===== src/hdl/ssc_regs.vh =====
// Constants for the solo select controller: register map, field positions,
// reset values and debounce timing.
// Assumes a 125 MHz system clock and a 32-bit AXI4-Lite register bus.
`ifndef SSC_REGS_VH
`define SSC_REGS_VH

// Clock rate in kHz
`define SSC_CLK_KHZ        125000
// Switch settle time in milliseconds
`define SSC_DEB_MS         5
// Debounce count derived from the settle time
`define SSC_DEB_CYCLES     (`SSC_DEB_MS * `SSC_CLK_KHZ)

// Register byte offsets
`define SSC_ADDR_W         8
`define SSC_OFS_CTRL       8'h00
`define SSC_OFS_STATUS     8'h04
`define SSC_OFS_IN_SOLO    8'h08
`define SSC_OFS_OUT_MEM    8'h0c
`define SSC_OFS_OUT_LIT    8'h10
`define SSC_OFS_CMD        8'h14

// Control register fields
`define SSC_CTRL_LAST      0
`define SSC_CTRL_PRIO      1
`define SSC_CTRL_POST      2
`define SSC_CTRL_W         3
`define SSC_CTRL_RST       3'h0

// Status register fields
`define SSC_STAT_IN        0
`define SSC_STAT_OUT       1
`define SSC_STAT_CLR       2
`define SSC_STAT_POST      3

// Command register: write 1 to act as a clear press
`define SSC_CMD_CLEAR      0

// AXI response codes
`define SSC_RESP_OKAY      2'h0
`define SSC_RESP_DECERR    2'h3

`endif


===== src/hdl/ssc_debounce.v =====
// Switch conditioner for the solo select controller: synchroniser,
// debounce counter and press detector for a vector of switches.
// Assumes switches read high while pressed and are asynchronous to ref_clk.
module ssc_debounce #(
    parameter WIDTH  = 15,
    parameter CNT_W  = 20,
    parameter SETTLE = 625000
) (
    input  wire             ref_clk,  // System clock
    input  wire             sys_rst,  // Synchronous reset, active high
    input  wire [WIDTH-1:0] sw_raw,   // Raw switch levels
    output reg  [WIDTH-1:0] press_q   // One-cycle press events
);

    localparam integer     SETTLE_I  = SETTLE - 1;
    localparam [CNT_W-1:0] SETTLE_M1 = SETTLE_I[CNT_W-1:0];

    reg [WIDTH-1:0] sync1_q;
    reg [WIDTH-1:0] sync2_q;
    reg [WIDTH-1:0] stable_q;

    // Two flops before anything looks at the pins
    always @(posedge ref_clk) begin
        if (sys_rst) begin
            sync1_q <= {WIDTH{1'b0}};
            sync2_q <= {WIDTH{1'b0}};
        end else begin
            sync1_q <= sw_raw;
            sync2_q <= sync1_q;
        end
    end

    genvar g;
    generate
        for (g = 0; g < WIDTH; g = g + 1) begin : gen_bit
            reg [CNT_W-1:0] cnt_q;
            // Level must hold unchanged for the whole settle time
            always @(posedge ref_clk) begin
                if (sys_rst) begin
                    cnt_q       <= {CNT_W{1'b0}};
                    stable_q[g] <= 1'b0;
                    press_q[g]  <= 1'b0;
                end else begin
                    press_q[g] <= 1'b0;
                    if (sync2_q[g] == stable_q[g]) begin
                        cnt_q <= {CNT_W{1'b0}};
                    end else if (cnt_q == SETTLE_M1) begin
                        cnt_q       <= {CNT_W{1'b0}};
                        stable_q[g] <= sync2_q[g];
                        press_q[g]  <= sync2_q[g];
                    end else begin
                        cnt_q <= cnt_q + 1'b1;
                    end
                end
            end
        end
    endgenerate

endmodule


===== src/hdl/ssc_solo_ctrl.v =====
// Solo select controller: keeps the set of active solos of a mixing
// console and drives the solo lamps, the clear lamp and the tap point.
// Assumes panel switches are raw, high while pressed, and software
// reaches the mode settings over AXI4-Lite on the same clock.
//
// Functional notes
// - Additive mode toggles a source in or out of the solo set on each press.
// - Last-pressed mode keeps only the source pressed most recently.
// - Last-pressed mode empties the set when the active source is pressed again.
// - Pressing any lit solo switch cancels that solo in every mode.
// - With input priority an input solo hides output solos; additive mode remembers them.
// - With input priority remembered outputs return once no input solo is left.
// - Channels, common returns and local returns all count as inputs.
// - Without input priority inputs and outputs may be soloed together.
// - Green lamp shows any input solo, red lamp shows any output solo.
// - The clear switch is lit while any solo anywhere is active.
// - Without input priority one clear press cancels every solo.
// - With input priority clear first cancels inputs, then the returned outputs.
// - A global tap setting picks pre-level or after-level listening.
// - Each solo switch has its own yellow lamp lit while its solo shows.
// - Bus A, bus B and matrix solos count as outputs.
`include "ssc_regs.vh"

module ssc_solo_ctrl #(
    parameter N_IN       = 8,                // Input-class sources
    parameter N_OUT      = 6,                // Output-class sources
    parameter DEB_CYCLES = `SSC_DEB_CYCLES,  // Debounce settle count
    parameter DEB_W      = 20                // Debounce counter width
) (
    input  wire                   ref_clk,            // System clock
    input  wire                   sys_rst,            // Sync reset, high
    // Panel switches
    input  wire [N_IN-1:0]        in_solo_sw,         // Input solo switches
    input  wire [N_OUT-1:0]       out_solo_sw,        // Output solo switches
    input  wire                   clear_sw,           // Clear switch
    // Panel lamps
    output reg  [N_IN-1:0]        in_solo_led_q,      // Yellow input lamps
    output reg  [N_OUT-1:0]       out_solo_led_q,     // Yellow output lamps
    output reg                    in_active_led_q,    // Green input lamp
    output reg                    out_active_led_q,   // Red output lamp
    output reg                    clear_lamp_q,       // Clear switch lamp
    output reg                    pre_level_listen_q, // Pre-fader tap
    output reg                    after_level_listen_q, // Post-fader tap
    // AXI4-Lite slave
    input  wire [`SSC_ADDR_W-1:0] s_axi_awaddr,       // Write address
    input  wire                   s_axi_awvalid,      // Write address valid
    output reg                    s_axi_awready,      // Write address ready
    input  wire [31:0]            s_axi_wdata,        // Write data
    input  wire [3:0]             s_axi_wstrb,        // Write strobes
    input  wire                   s_axi_wvalid,       // Write data valid
    output reg                    s_axi_wready,       // Write data ready
    output reg  [1:0]             s_axi_bresp,        // Write response
    output reg                    s_axi_bvalid,       // Write response valid
    input  wire                   s_axi_bready,       // Response ready
    input  wire [`SSC_ADDR_W-1:0] s_axi_araddr,       // Read address
    input  wire                   s_axi_arvalid,      // Read address valid
    output reg                    s_axi_arready,      // Read address ready
    output reg  [31:0]            s_axi_rdata,        // Read data
    output reg  [1:0]             s_axi_rresp,        // Read response
    output reg                    s_axi_rvalid,       // Read data valid
    input  wire                   s_axi_rready        // Read data ready
);

    localparam N_SRC = N_IN + N_OUT;
    localparam N_SW  = N_SRC + 1;

    // Output solos shown on the bus: hidden while inputs hold priority
    function [N_OUT-1:0] out_shown;
        input [N_OUT-1:0] mem;
        input             prio;
        input             in_any;
        begin
            out_shown = (prio && in_any) ? {N_OUT{1'b0}} : mem;
        end
    endfunction

    // Address is one of the mapped word offsets
    function mapped;
        input [`SSC_ADDR_W-1:0] a;
        begin
            mapped = (a == `SSC_OFS_CTRL)    || (a == `SSC_OFS_STATUS)  ||
                     (a == `SSC_OFS_IN_SOLO) || (a == `SSC_OFS_OUT_MEM) ||
                     (a == `SSC_OFS_OUT_LIT) || (a == `SSC_OFS_CMD);
        end
    endfunction

    // Switch conditioning
    wire [N_SW-1:0]  press;
    wire [N_IN-1:0]  in_ev;
    wire [N_OUT-1:0] out_ev;
    wire             clr_panel;

    ssc_debounce #(
        .WIDTH  (N_SW),
        .CNT_W  (DEB_W),
        .SETTLE (DEB_CYCLES)
    ) u_deb (
        .ref_clk (ref_clk),
        .sys_rst (sys_rst),
        .sw_raw  ({clear_sw, out_solo_sw, in_solo_sw}),
        .press_q (press)
    );

    // Input class covers channels and both return kinds, outputs the buses
    assign in_ev     = press[N_IN-1:0];
    assign out_ev    = press[N_SRC-1:N_IN];
    assign clr_panel = press[N_SRC];

    // Solo state and mode settings
    reg [N_IN-1:0]          in_act_q;
    reg [N_IN-1:0]          in_act_d;
    reg [N_OUT-1:0]         out_mem_q;
    reg [N_OUT-1:0]         out_mem_d;
    reg [`SSC_CTRL_W-1:0]   ctrl_q;
    reg                     sw_clr_q;

    // Bus state
    reg                     aw_full_q;
    reg                     w_full_q;
    reg [`SSC_ADDR_W-1:0]   awaddr_q;
    reg [31:0]              wdata_q;
    reg                     wstrb0_q;

    wire excl    = ctrl_q[`SSC_CTRL_LAST];
    wire prio    = ctrl_q[`SSC_CTRL_PRIO];
    wire post    = ctrl_q[`SSC_CTRL_POST];
    wire in_any  = |in_act_q;
    wire clr_ev  = clr_panel | sw_clr_q;

    wire [N_OUT-1:0] out_lit  = out_shown(out_mem_q, prio, in_any);
    wire [N_SRC-1:0] ev_all   = {out_ev, in_ev};
    wire [N_SRC-1:0] lit_all  = {out_lit, in_act_q};
    // Lowest-numbered press wins when several land in one cycle
    wire [N_SRC-1:0] pick     = ev_all & (~ev_all + {{(N_SRC-1){1'b0}}, 1'b1});

    wire [N_OUT-1:0] out_lit_d = out_shown(out_mem_d, prio, |in_act_d);

    // Next solo set; a clear press takes precedence over solo presses
    always @* begin
        in_act_d  = in_act_q;
        out_mem_d = out_mem_q;
        if (clr_ev) begin
            if (prio && in_any) begin
                // Inputs go first, remembered outputs come back
                in_act_d = {N_IN{1'b0}};
            end else begin
                in_act_d  = {N_IN{1'b0}};
                out_mem_d = {N_OUT{1'b0}};
            end
        end else if (excl) begin
            if (|(pick & lit_all)) begin
                // Same lit source again empties the set
                in_act_d  = {N_IN{1'b0}};
                out_mem_d = {N_OUT{1'b0}};
            end else if (|pick) begin
                in_act_d  = pick[N_IN-1:0];
                out_mem_d = pick[N_SRC-1:N_IN];
            end
        end else begin
            // Additive: a press flips membership, lit ones drop out
            in_act_d = in_act_q ^ in_ev;
            // Hidden outputs keep their memory; the press edits it
            out_mem_d = out_mem_q ^ out_ev;
        end
    end

    // Solo state registers
    always @(posedge ref_clk) begin
        if (sys_rst) begin
            in_act_q  <= {N_IN{1'b0}};
            out_mem_q <= {N_OUT{1'b0}};
        end else begin
            in_act_q  <= in_act_d;
            // Output memory is wiped by an input solo only in last-pressed mode
            out_mem_q <= out_mem_d;
        end
    end

    // Lamps follow the next state so they change with the set itself
    always @(posedge ref_clk) begin
        if (sys_rst) begin
            in_solo_led_q        <= {N_IN{1'b0}};
            out_solo_led_q       <= {N_OUT{1'b0}};
            in_active_led_q      <= 1'b0;
            out_active_led_q     <= 1'b0;
            clear_lamp_q         <= 1'b0;
            pre_level_listen_q   <= 1'b0;
            after_level_listen_q <= 1'b0;
        end else begin
            in_solo_led_q        <= in_act_d;
            out_solo_led_q       <= out_lit_d;
            in_active_led_q      <= |in_act_d;
            out_active_led_q     <= |out_lit_d;
            clear_lamp_q         <= (|in_act_d) | (|out_lit_d);
            pre_level_listen_q   <= ~post;
            after_level_listen_q <= post;
        end
    end

    // Write path: address and data are taken in either order,
    // and both readies stay low until the response is accepted
    wire aw_hs = s_axi_awvalid & s_axi_awready;
    wire w_hs  = s_axi_wvalid & s_axi_wready;
    wire do_wr = aw_full_q & w_full_q & ~s_axi_bvalid;

    always @(posedge ref_clk) begin
        if (sys_rst) begin
            aw_full_q     <= 1'b0;
            w_full_q      <= 1'b0;
            awaddr_q      <= {`SSC_ADDR_W{1'b0}};
            wdata_q       <= 32'h0000_0000;
            wstrb0_q      <= 1'b0;
            s_axi_awready <= 1'b0;
            s_axi_wready  <= 1'b0;
            s_axi_bvalid  <= 1'b0;
            s_axi_bresp   <= `SSC_RESP_OKAY;
        end else begin
            if (aw_hs) begin
                aw_full_q     <= 1'b1;
                awaddr_q      <= s_axi_awaddr;
                s_axi_awready <= 1'b0;
            end else if (!aw_full_q && !s_axi_bvalid) begin
                s_axi_awready <= 1'b1;
            end
            if (w_hs) begin
                w_full_q     <= 1'b1;
                wdata_q      <= s_axi_wdata;
                wstrb0_q     <= s_axi_wstrb[0];
                s_axi_wready <= 1'b0;
            end else if (!w_full_q && !s_axi_bvalid) begin
                s_axi_wready <= 1'b1;
            end
            if (do_wr) begin
                aw_full_q    <= 1'b0;
                w_full_q     <= 1'b0;
                s_axi_bvalid <= 1'b1;
                s_axi_bresp  <= mapped(awaddr_q) ? `SSC_RESP_OKAY
                                                 : `SSC_RESP_DECERR;
            end else if (s_axi_bvalid && s_axi_bready) begin
                s_axi_bvalid <= 1'b0;
            end
        end
    end

    // Register writes; all writable fields live in byte lane 0
    always @(posedge ref_clk) begin
        if (sys_rst) begin
            ctrl_q   <= `SSC_CTRL_RST;
            sw_clr_q <= 1'b0;
        end else begin
            sw_clr_q <= 1'b0;
            if (do_wr && wstrb0_q) begin
                if (awaddr_q == `SSC_OFS_CTRL) begin
                    ctrl_q <= wdata_q[`SSC_CTRL_W-1:0];
                end else if (awaddr_q == `SSC_OFS_CMD) begin
                    sw_clr_q <= wdata_q[`SSC_CMD_CLEAR];
                end
            end
        end
    end

    // Read data selection
    reg [31:0] rd_mux;

    always @* begin
        rd_mux = 32'h0000_0000;
        if (s_axi_araddr == `SSC_OFS_CTRL) begin
            rd_mux[`SSC_CTRL_W-1:0] = ctrl_q;
        end else if (s_axi_araddr == `SSC_OFS_STATUS) begin
            rd_mux[`SSC_STAT_IN]   = in_active_led_q;
            rd_mux[`SSC_STAT_OUT]  = out_active_led_q;
            rd_mux[`SSC_STAT_CLR]  = clear_lamp_q;
            rd_mux[`SSC_STAT_POST] = after_level_listen_q;
        end else if (s_axi_araddr == `SSC_OFS_IN_SOLO) begin
            rd_mux[N_IN-1:0] = in_act_q;
        end else if (s_axi_araddr == `SSC_OFS_OUT_MEM) begin
            rd_mux[N_OUT-1:0] = out_mem_q;
        end else if (s_axi_araddr == `SSC_OFS_OUT_LIT) begin
            rd_mux[N_OUT-1:0] = out_lit;
        end
    end

    // Read path: one read at a time, answered the cycle after the address
    wire ar_hs = s_axi_arvalid & s_axi_arready;

    always @(posedge ref_clk) begin
        if (sys_rst) begin
            s_axi_arready <= 1'b0;
            s_axi_rvalid  <= 1'b0;
            s_axi_rdata   <= 32'h0000_0000;
            s_axi_rresp   <= `SSC_RESP_OKAY;
        end else begin
            if (ar_hs) begin
                s_axi_arready <= 1'b0;
                s_axi_rvalid  <= 1'b1;
                s_axi_rdata   <= rd_mux;
                s_axi_rresp   <= mapped(s_axi_araddr) ? `SSC_RESP_OKAY
                                                      : `SSC_RESP_DECERR;
            end else if (s_axi_rvalid && s_axi_rready) begin
                s_axi_rvalid <= 1'b0;
            end else if (!s_axi_rvalid) begin
                s_axi_arready <= 1'b1;
            end
        end
    end

endmodule


===== config.mk =====
export PLATFORM = sky130hd
export DESIGN_NAME = ssc_solo_ctrl
export DESIGN_NICKNAME = d
export VERILOG_FILES = /design/src/hdl/ssc_debounce.v /design/src/hdl/ssc_solo_ctrl.v
export VERILOG_INCLUDE_DIRS = /design/src /design/src/hdl
export SDC_FILE = /design/constraint.sdc
export NUM_CORES = 1
export LEC_CHECK = 0
export ABC_AREA = 1
export BUFFER_PORTS_ARGS = -buffer_cell sky130_fd_sc_hd__buf_2
export CAP_MARGIN = 20
export CORE_ASPECT_RATIO = 1.1
export CORE_MARGIN = 3
export CORE_UTILIZATION = 55
export CTS_BUF_LIST = sky130_fd_sc_hd__clkbuf_8 sky130_fd_sc_hd__clkbuf_16
export CTS_CLUSTER_SIZE = 20
export DETAILED_ROUTE_END_ITERATION = 16
export GPL_TIMING_DRIVEN = 0
export PLACE_DENSITY = 0.85
export SLEW_MARGIN = 10
export SYNTH_ARGS = -nofsm -noshare
export SYNTH_HDL_FRONTEND = slang
export SYNTH_HIERARCHICAL = 1
export SYNTH_SLANG_ARGS = --single-unit

===== constraint.sdc =====
create_clock -name ref_clk -period 2 [get_ports ref_clk]
set_input_delay 0.4 -clock ref_clk [delete_from_list [all_inputs] [get_ports ref_clk]]
set_output_delay 0.4 -clock ref_clk [all_outputs]
set_load 0.02 [all_outputs]

==> results.sh <==
export IMPL_status="complete, but fails checks"
export IMPL_violations="negative setup slack"
export IMPL_htree_num_levels=2
export IMPL_crit_fanout=6
export IMPL_die_area_um2=41150
export IMPL_hold_buffers=0
export IMPL_grt_pass1_wl_um=82670
export IMPL_viasPerCell=5.175
export IMPL_syn2layout_area_growth_pct=13.99
export IMPL_slew_violations=0
export IMPL_min_period_ns=2.337
export IMPL_syn_area_per_cell_um2=6.598
export IMPL_core_um2=38190
export IMPL_max_freq_ghz=0.4280
export IMPL_clock_sinks=418
export IMPL_clkTransAtPathRegs_ns=0.06
export IMPL_drtAntennaViolNets=0
export IMPL_clock_latency_ns=0.56
export IMPL_hold_path_startpoint="out_solo_sw[2]"
export IMPL_io_buffers=77
export IMPL_dr_pass1_iters=6
export IMPL_clock_root_buffer="clkbuf_16"
export IMPL_cp_end_kind="register"
export IMPL_hold_viol=0
export IMPL_hold_end="u_deb/sync1_q[10]"
export IMPL_synthMuxAreaShare_pct=0
export IMPL_synth_simple_area_share_pct=39.72
export IMPL_synthXorXnorAreaFrac_pct=5.712
export IMPL_drt_total_wl_um=50040
export IMPL_p_leak_nw=8.664
export IMPL_stdcell_count=3919
export IMPL_powerDensity_nw_per_um2=713.7
export IMPL_fin_skew_ns=0.02136
export IMPL_synthCells=3230
export IMPL_ys_types=46
export IMPL_arrival_ns=2.81
export IMPL_synth_async_sr_flop_share_pct=0
export IMPL_place_ws_ns=-0.3366
export IMPL_worstSetupPathType="register to register"
export IMPL_drc=0
export IMPL_antenna_found_initial=0
export IMPL_worst_hold_slack_ns=0.07534
export IMPL_required_ns=2.48
export IMPL_ir_drop_mv=0.5830
export IMPL_dpl_cell_count=3830
export IMPL_synth_warnings=6
export IMPL_fill_cells=3318
export IMPL_post_drt_wl_per_cell_um=12.77
export IMPL_fin_tns_setup_ns=-2.713
export IMPL_r2r_end="out_solo_led_q[4]"
export IMPL_clockBufferDepth=3
export IMPL_place_gp_congestion=0.9464
export IMPL_fin_util_pct=63.61
export IMPL_setup_ws_ns=-0.3366
export IMPL_dpl_hpwl_um=35160
export IMPL_regToRegStartpoint="u_deb/press_q[0]"
export IMPL_grt_start_max_net_pins=15
export IMPL_synth_adder_area_share_pct=0.9394
export IMPL_synth_flop_cell="dfxtp_1"
export IMPL_reg2reg_depth=17
export IMPL_synth_compound_area_share_pct=5.619
export IMPL_start_util_pct=55.80
export IMPL_synth_edf_count=0
export IMPL_die_w_um=193.7
export IMPL_fp_dieH_um=212.5
export IMPL_hold_class="input pin to register"
export IMPL_maxSlewHeadroom_pct=39.66
export IMPL_yosysSeqAreaShare_pct=39.26
export IMPL_drtIter0Drc=1427
export IMPL_synth_top_family_by_area="simple AND/OR/NAND/NOR gates"
export IMPL_grtUsageTotal_pct=23.16
export IMPL_hold_path_cell_count=3
export IMPL_post_route_period_util_pct=116.8
export IMPL_vias=20280
export IMPL_drv_cap=0
export IMPL_start_kind="register"
export IMPL_nNetsFinal=3477
export IMPL_syn_area_um2=21310
export IMPL_ios=134
export IMPL_r2r_setup_slack_ns=-0.34
export IMPL_tightest_slew_ns=0.9052
export IMPL_overflow=0
export IMPL_row_count=75
export IMPL_drive_gt1_share_pct=10.88
export IMPL_setup_viol=9
export IMPL_synth_seq_cells=418
export IMPL_antennaDiodeCount=0
export IMPL_rsz0062_at_grt="yes"
export IMPL_cts_tree="built"
export IMPL_grt_pass1_vias=18180
export IMPL_numCtsBuffers=43
-- metal layers --
layer,track usage (%),share of wire (%),wire length (um),vias to the layer above
met3,3.407,5.2,2620,133
met1,29.53,44,22040,9188
met4,7.483,3.0,1484,0
li1,-,-,-,10350
met5,0,0,0,-
met2,40.66,48,23900,609
-- cells in the final DEF, fill, tap and decap left out, types with 6 or more instances in the layout --
cell | netlist | routed
conb_1 | 1 | 24
nand3b_1 | 29 | 29
clkbuf_16 | 0 | 44
buf_4 | 31 | 38
nand2_4 | 6 | 11
inv_1 | 358 | 362
dfxtp_2 | 0 | 6
nor4_1 | 6 | 6
and2_1 | 7 | 7
buf_6 | 5 | 8
clkinv_2 | 0 | 11
xnor2_1 | 61 | 61
nor2_4 | 9 | 21
bufinv_16 | 0 | 6
buf_1 | 6 | 6
nor2_1 | 696 | 687
nand2_1 | 838 | 821
or2_2 | 7 | 7
ha_1 | 16 | 16
nor3_1 | 33 | 33
nand4_1 | 68 | 68
nand3_2 | 10 | 15
buf_2 | 27 | 104
nor2_2 | 48 | 46
nand2_2 | 8 | 20
a21oi_1 | 158 | 158
o21ai_0 | 56 | 55
dfxtp_1 | 418 | 409
nand3_1 | 200 | 191
xor2_1 | 78 | 78
clkbuf_8 | 0 | 8
or2_0 | 13 | 13
-- synth_stat cells, types with 5 or more instances --
cell	count	area, um2
buf_1	6	22.52
inv_2	5	18.77
nor2_2	48	300.3
buf_4	31	232.7
nor4_1	6	37.54
nand3b_1	29	217.7
xnor2_1	61	534.3
nand2_2	8	50.05
o21ai_0	56	280.3
nor3_1	33	165.2
clkbuf_1	6	22.52
nand4_1	68	425.4
nand2_1	838	3146
buf_6	5	56.30
nand3_1	200	1001
xor2_1	78	683.2
nor2_4	9	101.4
dfxtp_1	418	8368
inv_1	358	1344
or2_2	7	43.79
nand3_2	10	100.1
nor2_1	696	2613
buf_2	27	135.1
ha_1	16	200.2
and2_1	7	43.79
or2_0	13	81.33
a21oi_1	158	790.8
o21ai_1	5	25.02
nand2_4	6	67.56
-- cell type report --
type	count	area, um2	area share, %
well taps	500	625.6	2.575
repair buffers	89	511.7	2.107
inverters	365	1376	5.665
plain buffers	75	485.5	1.998
clock inverters	25	290.3	1.195
clock buffers	52	1211	4.986
multi-input cells	2395	11410	46.95
flip-flops and latches	418	8387	34.52
-- worst max-delay path: stages (launching register included) --
cell	delay [ns]
dfxtp_4	0.37
nor2_4	0.23
nand2_4	0.11
nor2_4	0.15
nand2_1	0.11
nand2_1	0.13
nor2_4	0.06
buf_4	0.16
nand3_1	0.09
nand2_1	0.05
nand2_1	0.07
nand2_1	0.06
nand3_2	0.08
nand2_2	0.07
nor2_4	0.16
a21oi_4	0.09
buf_12	0.15
nor2_2	0.09
-- how the worst max path moves through the flow --
stage,startpoint,endpoint,slack (ns),cells after the start
floorplan,in_solo_led_q[0],out_active_led_q,0.01,14
global route,u_deb/press_q[0],clear_lamp_q,-0.44,19
CTS,u_deb/press_q[0],out_solo_led_q[5],-0.24,17
finish,u_deb/press_q[0],out_solo_led_q[4],-0.34,17
global placement,u_deb/press_q[0],out_solo_led_q[5],-0.35,15
detailed placement,u_deb/press_q[0],out_solo_led_q[2],-0.34,15
-- state kept, by name, summed over array words and instances, names as in the netlist, 3 cells and up --
name / count
out_solo_led_q: 6
u_deb/gen_bit.cnt_q: 300
s_axi_rdata: 8
u_deb/press_q: 15
awaddr_q: 8
wdata_q: 3
in_solo_led_q: 8
ctrl_q: 3
out_mem_q: 6
u_deb/stable_q: 15
u_deb/sync1_q: 15
u_deb/sync2_q: 15
-- metrics by stage --
| step | cell area (um2) | power [W] |
|---|---|---|
| global route | 24290 | 0.01793 |
| global placement | 22410 | 0.009075 |
| detailed placement | 22410 | 0.009082 |
| finish | 24290 | 0.01734 |
| floorplan | 21400 | 0.008922 |
| CTS | 24000 | 0.01751 |
-- where the power goes --
part | leakage, nW | internal (W) | total [W] | switching, W
sequential | 3.38 | 0.00839 | 0.00844 | 0.0000472
combinational | 4.52 | 0.000157 | 0.000463 | 0.000306
clock | 0.761 | 0.00508 | 0.00844 | 0.00336
-- cells by family (layout without fill, tap and decap cells) --
kind of cell / count (synthesis) / count (layout)
AND/OR/NAND/NOR: 1984 / 1985
buffers and inverters: 441 / 606
flip-flops: 418 / 418
AO/OA/AOI/OAI: 231 / 231
XOR/XNOR: 139 / 139
adder cells (fa/ha/maj): 16 / 16
other: 1 / 24
-- timing repair --
item,4_1_cts,5_1_grt
gates cloned,1,2
setup buffers,2,9
resized for setup,15,64
pin swaps,8,12
endpoints found under the setup margin,11,26
Power figures use the tool's default switching activity.
